`config.mk`:
```
export PLATFORM = sky130hd
export DESIGN_NAME = vic_controller
export DESIGN_NICKNAME = d
export VERILOG_FILES = /design/src/vic_controller.v
export VERILOG_INCLUDE_DIRS = /design/src /design/src/src
export SDC_FILE = /design/constraint.sdc
export NUM_CORES = 1
export LEC_CHECK = 0
export BUFFER_PORTS_ARGS = -buffer_cell sky130_fd_sc_hd__clkbuf_2
export CAP_MARGIN = 5
export CORE_MARGIN = 1
export CORE_UTILIZATION = 35
export CTS_CLUSTER_DIAMETER = 200
export DETAILED_ROUTE_END_ITERATION = 16
export GPL_TIMING_DRIVEN = 0
export PLACE_DENSITY_LB_ADDON = 0.12
export SETUP_SLACK_MARGIN = 0.1
export SLEW_MARGIN = 20
export SYNTH_ARGS = -nofsm -noshare
export SYNTH_HDL_FRONTEND = slang
export SYNTH_SLANG_ARGS = --single-unit
```
`constraint.sdc`:
```
create_clock -name mclk -period 1.35 [get_ports mclk]
set_input_delay 0.135 -clock mclk [delete_from_list [all_inputs] [get_ports mclk]]
set_output_delay 0.135 -clock mclk [all_outputs]
set_load 0.005 [all_outputs]
```
`src/vic_defs.vh`:
```
`ifndef VIC_DEFS_VH
`define VIC_DEFS_VH
// Register selectors on the special-function register port
`define VIC_ADDR_EDGE 2'h0
`define VIC_ADDR_PRI 2'h1
`define VIC_ADDR_SEC 2'h2
// Primary control register fields
`define VIC_PRI_GIE 0
`define VIC_PRI_PINE 1
`define VIC_PRI_FIX2 2
`define VIC_PRI_TMRE 3
`define VIC_PRI_PINF 4
`define VIC_PRI_FIX5 5
`define VIC_PRI_TMRF 6
// Secondary control register fields
`define VIC_SEC_TIMEBASE0_IRQ_ENABLE 0
`define VIC_SEC_TIMEBASE1_IRQ_ENABLE 1
`define VIC_SEC_FIX2 2
`define VIC_SEC_SERE 3
`define VIC_SEC_TIMEBASE0_IRQ_FLAG 4
`define VIC_SEC_TIMEBASE1_IRQ_FLAG 5
`define VIC_SEC_FIX6 6
`define VIC_SEC_SERF 7
// Reset values
`define VIC_RST_EDGE 2'h0
`define VIC_RST_PRI 8'h00
`define VIC_RST_SEC 8'h00
`define VIC_RST_GIE 1'h0
`define VIC_RST_FLAG 1'h0
`define VIC_RST_PRI_EN 2'h0
`define VIC_RST_SEC_EN 3'h0
// Edge select encodings
`define VIC_EDGE_OFF 2'h0
`define VIC_EDGE_RISE 2'h1
`define VIC_EDGE_FALL 2'h2
`define VIC_EDGE_BOTH 2'h3
// Vector addresses, one per source
`define VIC_PC_W 12
`define VIC_VEC_PIN 12'h004
`define VIC_VEC_TMR 12'h008
`define VIC_VEC_TB0 12'h00C
`define VIC_VEC_TB1 12'h010
`define VIC_VEC_SER 12'h014
`endif

```
`src/vic_controller.v`:
```
`timescale 1ns/1ps
`include "vic_defs.vh"

// Function
// Event sets its flag regardless of enable; vector taken only when enabled. Here the pin flag sets only while pin enable is set.
// Global enable low blocks every interrupt; flags still latch.
// On interrupt, push next-instruction address then load the source vector.
// Each source has its own distinct vector address.
// Return-from-interrupt pops the saved program counter.
// Servicing an interrupt clears the global enable automatically.
// Requests arriving while disabled stay latched and are serviced later.
// Software setting global enable inside a handler allows nesting.
// No request is acknowledged while the stack is full.
// A flag rising wakes from sleep or idle; already-set flags do not.
// Fixed priority: pin, timer, time base 0, time base 1, serial.
// Pin flag sets on the edge type chosen by the edge select.
// Edge select 00 off, 01 rising, 10 falling, 11 both.
// Pin vector needs global enable, pin enable and non-off edge select.
// Pin acts as interrupt input only when pin enable set and port is input.
// Servicing pin interrupt clears pin flag and global enable.
// Pull-high setting stays in effect in interrupt mode.
// Primary register bit map; reserved bits 5 and 2 unchangeable.
// Secondary register bit map; reserved bits 6 and 2 fixed.
// Edge-control bits 7 to 2 read as zero.
// Return-from-interrupt sets global enable; plain return leaves it.
// Flags stay set until serviced or cleared by software.
// Serial flag sets on byte done, address match or bus time-out.
module vic_controller (
  input wire mclk,
  input wire reset_n,
  input wire [1:0] regAddr,
  input wire regWrite,
  input wire [7:0] regWdata,
  output reg [7:0] regRdata,
  input wire pinIrqIn,
  input wire pinDirInput,
  input wire pinPullHigh,
  output reg pinPullEnable,
  input wire timerOverflow,
  input wire timebase0Tick,
  input wire timebase1Tick,
  input wire serialByteDone,
  input wire serialAddrMatch,
  input wire serialTimeout,
  input wire instrBoundary,
  input wire [`VIC_PC_W-1:0] nextPc,
  input wire stackFull,
  input wire retiExec,
  input wire sleepMode,
  output reg irqTake,
  output reg [`VIC_PC_W-1:0] irqVector,
  output reg [`VIC_PC_W-1:0] irqPushPc,
  output reg wakeUp
);

  reg [1:0] pinSync_reg;
  reg pinLevel_reg;
  reg globalIrqEnable_reg;
  reg [4:0] grant;
  reg [`VIC_PC_W-1:0] vec;
  wire [1:0] pinEdgeSelect;
  wire [1:0] priEnables;
  wire [2:0] secEnables;
  wire pinIrqEnable;
  wire timerIrqEnable;
  wire timebase0IrqEnable;
  wire timebase1IrqEnable;
  wire serialIrqEnable;
  wire [4:0] flags;
  wire [4:0] set;
  wire [4:0] swLoad;
  wire [4:0] swFlag;
  wire pinMode;
  wire rise;
  wire fall;
  wire pinEvent;
  wire [4:0] enables;
  wire [4:0] pending;
  wire take;
  wire wrEdge;
  wire wrPri;
  wire wrSec;

  // Flag index order is also priority order
  localparam PIN = 0;
  localparam TMR = 1;
  localparam TB0 = 2;
  localparam TB1 = 3;
  localparam SER = 4;

  // Pin is asynchronous: two flops before any logic
  always @(posedge mclk or negedge reset_n) begin
    if (!reset_n) begin
      pinSync_reg <= 2'h0;
      pinLevel_reg <= 1'b0;
    end else begin
      pinSync_reg <= {pinSync_reg[0], pinIrqIn};
      pinLevel_reg <= pinSync_reg[1];
    end
  end

  assign wrEdge = regWrite & (regAddr == `VIC_ADDR_EDGE);
  assign wrPri = regWrite & (regAddr == `VIC_ADDR_PRI);
  assign wrSec = regWrite & (regAddr == `VIC_ADDR_SEC);

  // Edge select and per-source enables; reserved bits are never stored
  vic_ctrl_bits #(
    .WIDTH(2),
    .RST_VALUE(`VIC_RST_EDGE)
  ) i_edgeSelect (
    .mclk(mclk),
    .reset_n(reset_n),
    .load(wrEdge),
    .value(regWdata[1:0]),
    .bits_reg(pinEdgeSelect)
  );

  vic_ctrl_bits #(
    .WIDTH(2),
    .RST_VALUE(`VIC_RST_PRI_EN)
  ) i_priEnables (
    .mclk(mclk),
    .reset_n(reset_n),
    .load(wrPri),
    .value({regWdata[`VIC_PRI_TMRE], regWdata[`VIC_PRI_PINE]}),
    .bits_reg(priEnables)
  );

  vic_ctrl_bits #(
    .WIDTH(3),
    .RST_VALUE(`VIC_RST_SEC_EN)
  ) i_secEnables (
    .mclk(mclk),
    .reset_n(reset_n),
    .load(wrSec),
    .value({regWdata[`VIC_SEC_SERE], regWdata[`VIC_SEC_TIMEBASE1_IRQ_ENABLE], regWdata[`VIC_SEC_TIMEBASE0_IRQ_ENABLE]}),
    .bits_reg(secEnables)
  );

  assign pinIrqEnable = priEnables[0];
  assign timerIrqEnable = priEnables[1];
  assign timebase0IrqEnable = secEnables[0];
  assign timebase1IrqEnable = secEnables[1];
  assign serialIrqEnable = secEnables[2];

  assign pinMode = pinIrqEnable & pinDirInput;
  assign rise = pinSync_reg[1] & ~pinLevel_reg;
  assign fall = ~pinSync_reg[1] & pinLevel_reg;
  assign pinEvent = pinMode & (
    ((pinEdgeSelect == `VIC_EDGE_RISE) & rise) |
    ((pinEdgeSelect == `VIC_EDGE_FALL) & fall) |
    ((pinEdgeSelect == `VIC_EDGE_BOTH) & (rise | fall)));

  assign enables = {serialIrqEnable, timebase1IrqEnable, timebase0IrqEnable,
    timerIrqEnable, pinIrqEnable & (pinEdgeSelect != `VIC_EDGE_OFF)};
  assign pending = flags & enables;
  // Taken only at an instruction boundary with room on the stack
  assign take = globalIrqEnable_reg & (|pending) & ~stackFull & instrBoundary;

  // Raw events, one per source
  assign set[PIN] = pinEvent;
  assign set[TMR] = timerOverflow;
  assign set[TB0] = timebase0Tick;
  assign set[TB1] = timebase1Tick;
  assign set[SER] = serialByteDone | serialAddrMatch | serialTimeout;

  assign swLoad = {wrSec, wrSec, wrSec, wrPri, wrPri};
  assign swFlag = {regWdata[`VIC_SEC_SERF], regWdata[`VIC_SEC_TIMEBASE1_IRQ_FLAG], regWdata[`VIC_SEC_TIMEBASE0_IRQ_FLAG],
    regWdata[`VIC_PRI_TMRF], regWdata[`VIC_PRI_PINF]};

  // One request flag per source; service clears only the granted one
  vic_flag_cell #(
    .RST_VALUE(`VIC_RST_FLAG)
  ) i_pinFlag (
    .mclk(mclk),
    .reset_n(reset_n),
    .hwSet(set[PIN]),
    .swLoad(swLoad[PIN]),
    .swValue(swFlag[PIN]),
    .serviceClear(take & grant[PIN]),
    .flag_reg(flags[PIN])
  );

  vic_flag_cell #(
    .RST_VALUE(`VIC_RST_FLAG)
  ) i_timerFlag (
    .mclk(mclk),
    .reset_n(reset_n),
    .hwSet(set[TMR]),
    .swLoad(swLoad[TMR]),
    .swValue(swFlag[TMR]),
    .serviceClear(take & grant[TMR]),
    .flag_reg(flags[TMR])
  );

  vic_flag_cell #(
    .RST_VALUE(`VIC_RST_FLAG)
  ) i_timebase0Flag (
    .mclk(mclk),
    .reset_n(reset_n),
    .hwSet(set[TB0]),
    .swLoad(swLoad[TB0]),
    .swValue(swFlag[TB0]),
    .serviceClear(take & grant[TB0]),
    .flag_reg(flags[TB0])
  );

  vic_flag_cell #(
    .RST_VALUE(`VIC_RST_FLAG)
  ) i_timebase1Flag (
    .mclk(mclk),
    .reset_n(reset_n),
    .hwSet(set[TB1]),
    .swLoad(swLoad[TB1]),
    .swValue(swFlag[TB1]),
    .serviceClear(take & grant[TB1]),
    .flag_reg(flags[TB1])
  );

  vic_flag_cell #(
    .RST_VALUE(`VIC_RST_FLAG)
  ) i_serialFlag (
    .mclk(mclk),
    .reset_n(reset_n),
    .hwSet(set[SER]),
    .swLoad(swLoad[SER]),
    .swValue(swFlag[SER]),
    .serviceClear(take & grant[SER]),
    .flag_reg(flags[SER])
  );

  always @* begin
    grant = 5'h00;
    vec = `VIC_VEC_PIN;
    if (pending[PIN]) begin
      grant[PIN] = 1'b1;
      vec = `VIC_VEC_PIN;
    end else if (pending[TMR]) begin
      grant[TMR] = 1'b1;
      vec = `VIC_VEC_TMR;
    end else if (pending[TB0]) begin
      grant[TB0] = 1'b1;
      vec = `VIC_VEC_TB0;
    end else if (pending[TB1]) begin
      grant[TB1] = 1'b1;
      vec = `VIC_VEC_TB1;
    end else if (pending[SER]) begin
      grant[SER] = 1'b1;
      vec = `VIC_VEC_SER;
    end
  end

  // Service clears, return-from-interrupt sets, software write otherwise
  always @(posedge mclk or negedge reset_n) begin
    if (!reset_n) begin
      globalIrqEnable_reg <= `VIC_RST_GIE;
    end else if (take) begin
      globalIrqEnable_reg <= 1'b0;
    end else if (retiExec) begin
      // The stack pop itself is the core's; only the enable returns here
      globalIrqEnable_reg <= 1'b1;
    end else if (wrPri) begin
      globalIrqEnable_reg <= regWdata[`VIC_PRI_GIE];
    end
  end

  always @(posedge mclk or negedge reset_n) begin
    if (!reset_n) begin
      irqTake <= 1'b0;
      irqVector <= `VIC_VEC_PIN;
      irqPushPc <= {`VIC_PC_W{1'b0}};
      wakeUp <= 1'b0;
      pinPullEnable <= 1'b0;
    end else begin
      irqTake <= take;
      if (take) begin
        irqVector <= vec;
        irqPushPc <= nextPc;
      end
      // Only a rising flag wakes; enables play no part except pin enable, which gates the pin event
      wakeUp <= sleepMode & (|(set & ~flags));
      pinPullEnable <= pinPullHigh;
    end
  end

  // Reserved bits read their fixed zero value
  always @(posedge mclk or negedge reset_n) begin
    if (!reset_n) begin
      regRdata <= 8'h00;
    end else begin
      case (regAddr)
        `VIC_ADDR_EDGE: regRdata <= {6'h00, pinEdgeSelect};
        `VIC_ADDR_PRI: regRdata <= {1'b0, flags[TMR], 1'b0, flags[PIN],
          timerIrqEnable, 1'b0, pinIrqEnable, globalIrqEnable_reg};
        `VIC_ADDR_SEC: regRdata <= {flags[SER], 1'b0, flags[TB1], flags[TB0],
          serialIrqEnable, 1'b0, timebase1IrqEnable,
          timebase0IrqEnable};
        default: regRdata <= 8'h00;
      endcase
    end
  end

endmodule // vic_controller

module vic_ctrl_bits #(
  parameter WIDTH = 1,
  parameter [WIDTH-1:0] RST_VALUE = {WIDTH{1'b0}}
) (
  input wire mclk,
  input wire reset_n,
  input wire load,
  input wire [WIDTH-1:0] value,
  output reg [WIDTH-1:0] bits_reg
);

  always @(posedge mclk or negedge reset_n) begin
    if (!reset_n) begin
      bits_reg <= RST_VALUE;
    end else if (load) begin
      bits_reg <= value;
    end
  end

endmodule // vic_ctrl_bits

module vic_flag_cell #(
  parameter [0:0] RST_VALUE = 1'b0
) (
  input wire mclk,
  input wire reset_n,
  input wire hwSet,
  input wire swLoad,
  input wire swValue,
  input wire serviceClear,
  output reg flag_reg
);

  reg flag_next;

  always @* begin
    flag_next = flag_reg;
    if (swLoad) begin
      flag_next = swValue;
    end
    if (serviceClear) begin
      flag_next = 1'b0;
    end
    // Hardware set wins over any clear in the same cycle
    if (hwSet) begin
      flag_next = 1'b1;
    end
  end

  always @(posedge mclk or negedge reset_n) begin
    if (!reset_n) begin
      flag_reg <= RST_VALUE;
    end else begin
      flag_reg <= flag_next;
    end
  end

endmodule // vic_flag_cell

```
==> results.py <==
metrics = {
    "global_routing": {
        "grt_busiest_layer": "met2",
        "use_met2_pct": 24.9,
        "grtUsageMet3_pct": 4.19,
        "grt_use_total_pct": 15.7,
        "first_global_vias": 1456,
        "grt_overflow": 0,
        "grt_pass1_wl_mm": 6.98,
        "grt_max_degree": 42,
        "antenna_found_initial": 0,
        "grtUsageMet1_pct": 19.6,
    },
    "yosys": {
        "ys_ff_latch": 41,
        "synthFlopType": "dfrtp_1",
        "syn_avg_cell_area_um2": 13.5,
        "ys_async_sr_fraction_pct": 100,
        "netlist_area_mm2": 0.00192,
        "synth.distinct_cells": 41,
        "seq_area_frac_synth_pct": 53.6,
        "yosysWarningCount": 0,
        "synthCells": 142,
        "synth_edf_count": 0,
    },
    "final_layout": {
        "areaGrowthSynthToFinish_pct": 38.7,
        "largest_register_ffs": 12,
        "antennaDiodeCount": 0,
        "fin_nets": 282,
        "drive_gt1_share_pct": 58.4,
        "top_regs": "irqPushPc: 12 flops, regRdata: 7 flops",
        "regMostFlops": "irqPushPc",
        "finalCoreUtilization_pct": 51.0,
    },
    "detailed_routing": {
        "first_pass_iters": 4,
        "wirelength_mm": 4.22,
        "drtIter0Drc": 43,
        "wl_per_cell_um": 13.5,
        "drc_errors": 0,
        "vias": 1421,
        "viasPerCell": 4.54,
        "ant_nets": 0,
    },
    "setup_path": {
        "r2r_start": "i_pinFlag.flag_reg$_DFFE_PN0P_",
        "crit_chain": "o211ai_4 -> a31oi_4 -> buf_4 -> mux2_2",
        "cp-startpoint": "i_pinFlag.flag_reg$_DFFE_PN0P_",
        "cp-start-kind": "register",
        "slowest_stage": "dfrtp_2",
        "required_ps": 1530,
        "cp_top_family": "flip-flops",
        "critPathArrivalTime_ps": 1590,
        "critPathKind": "register to register",
        "cp_num_buf_inv": 1,
        "cp_max_fo": 4,
        "worst_setup_path_end_kind": "register",
        "max_stage_delay_ps": 420,
    },
    "cts": {
        "insertion_delay_ps": 290,
        "cts_sinks": 41,
        "h-tree-depth": 2,
        "cts_tree": "built",
        "root_buffer": "clkbuf_8",
        "cts.path.max_buffers": 2,
        "cts_buffers": 5,
        "clk_pin_slew_ps": 80,
    },
    "power": {
        "power_leakage_nw": 1.32,
        "powerDensity_mw_per_mm2": 1360,
        "switching_share_pct": 29.0,
        "p_switching_mw": 1.05,
        "cellInternalPower_mw": 2.56,
        "seqPwrFrac_pct": 47.5,
        "combPwrFrac_pct": 31.6,
        "p_clk_share_pct": 20.9,
        "ir_drop_mv": 0.724,
    },
    "place": {
        "place_congestion": 0.863,
        "hpwl_mm": 2.98,
        "numPortBuffers": 60,
    },
    "floorplan": {
        "start_util_pct": 36.8,
        "die_area_mm2": 0.00577,
        "core_mm2": 0.00520,
        "die_h_um": 76.0,
        "io_pins": 73,
        "die_w_um": 76.0,
        "rows": 26,
    },
    "timing": {
        "setup_slack_ps": -55.6,
        "rsz0062_at_grt": "true",
        "fmax_mhz": 711,
        "hold_viol_final": 40,
        "max_slew_margin_pct": 38.9,
        "setup_viol": 14,
        "clock-skew-final_ps": 9.38,
        "holdWs_ps": -26.9,
        "period_share_pct": 104,
        "tightestPinTransition_ps": 917,
        "final.min_clock_period_ps": 1410,
        "setup_tns_ps": -593,
        "final_max_slew_viol_count": 0,
    },
    "outcome": {
        "status": "complete, but fails checks",
        "violations": "negative hold slack, negative setup slack",
    },
    "run": {
        "cap_violations": 0,
    },
    "worst_hold_path": {
        "min_path_type": "input pin to async pin",
    },
}
area by class of cell:
class	instances	area (um2)
Buffer	12	100
Clock inverter	2	10.0
Inverter	4	15.0
Timing Repair Buffer	84	485
Tap cell	70	87.6
Multi-Input combinational cell	94	845
Sequential cell	41	1040
Clock buffer	6	72.6
Fill cell	484	2550
metal layers:
metal	up-vias	part of all wire (%)
li1	690	-
met1	670	45
met2	51	48
met3	10	5.0
met4	0	2.1
met5	-	0
worst paths after layout:
path,endpoint,slack (ps),cells after the start
hold / removal,irqPushPc[3]$_DFFE_PN0P_,-30,1
setup reg to reg,irqPushPc[10]$_DFFE_PN0P_,-60,4
max in group asynchronous,i_secEnables.bits_reg[1]$_DFFE_PN0P_,740,1
hold reg to reg,pinSync_reg[1]$_DFF_PN0_,360,0
min in group mclk,globalIrqEnable_reg$_DFFE_PN0P_,40,3
setup / recovery,irqPushPc[10]$_DFFE_PN0P_,-60,4
repair_timing:
item | CTS | global route
hold endpoints to repair | 2 | 0
resized for setup | 14 | 2
gates cloned | 0 | 0
setup buffers | 15 | 7
setup endpoints to repair | 20 | 19
pin swaps | 6 | 2
hold buffers | 2 | 0
logic make-up after synthesis:
group	share of synthesized area [%]
adder cells (fa/ha/maj)	1.31
buffers and inverters	6.01
flip-flops	53.6
AO/OA/AOI/OAI	12.5
other	0.196
AND/OR/NAND/NOR	9.60
multiplexers	16.8
cell usage after synthesis (all sizes together), types with 2 or more instances:
cell type	number	area (um2)
nor3	2	10.0
nand2b	5	31.3
o21bai	2	15.0
o21ai	3	15.0
nor2b	2	12.5
buf	12	100
nand3b	3	35.0
inv	4	15.0
and2	3	18.8
ha	2	25.0
a22o	3	26.3
a21oi	3	15.0
nor2	4	15.0
nand2	6	22.5
mux2i	7	70.1
mux2	20	251
dfrtp	40	1000
a22oi	3	50.1
power by group through the flow:
stage	clock, mW	sequential (mW)	combinational (mW)
floorplan	0	1.72	0.512
global placement	0	1.73	0.874
detailed placement	0	1.74	0.884
CTS	0.790	1.72	1.05
global route	0.851	1.75	1.24
finish	0.754	1.71	1.14
metrics by stage:
step                      std cells  setup WS (ps)  power (mW)  area (um2)
final                           313          -55.6        3.60        2660
after global routing            313          -87.1        3.84        2660
after CTS                       306          -64.2        3.56        2590
after detailed placement        281           -228        2.63        2340
after global placement          281           -192        2.60        2340
after floorplan                 151          -50.4        2.23        1950
cell usage in the layout, fill, tap and decap left out, drive strengths merged, types with 2 or more instances in the layout:
cell type / Yosys / routed
clkbuf: 0 / 65
dfrtp: 40 / 40
buf: 12 / 35
mux2: 20 / 20
conb: 1 / 10
mux2i: 7 / 7
nand2: 6 / 6
nand2b: 5 / 5
inv: 4 / 4
nor2: 4 / 4
a22o: 3 / 3
and2: 3 / 3
a21oi: 3 / 3
o21ai: 3 / 3
a22oi: 3 / 3
nand3b: 3 / 3
nor2b: 2 / 2
nor3: 2 / 2
o21bai: 2 / 2
ha: 2 / 2
clkinv: 0 / 2
dlygate4sd3: 0 / 2
(Power assumes the default switching activity.)
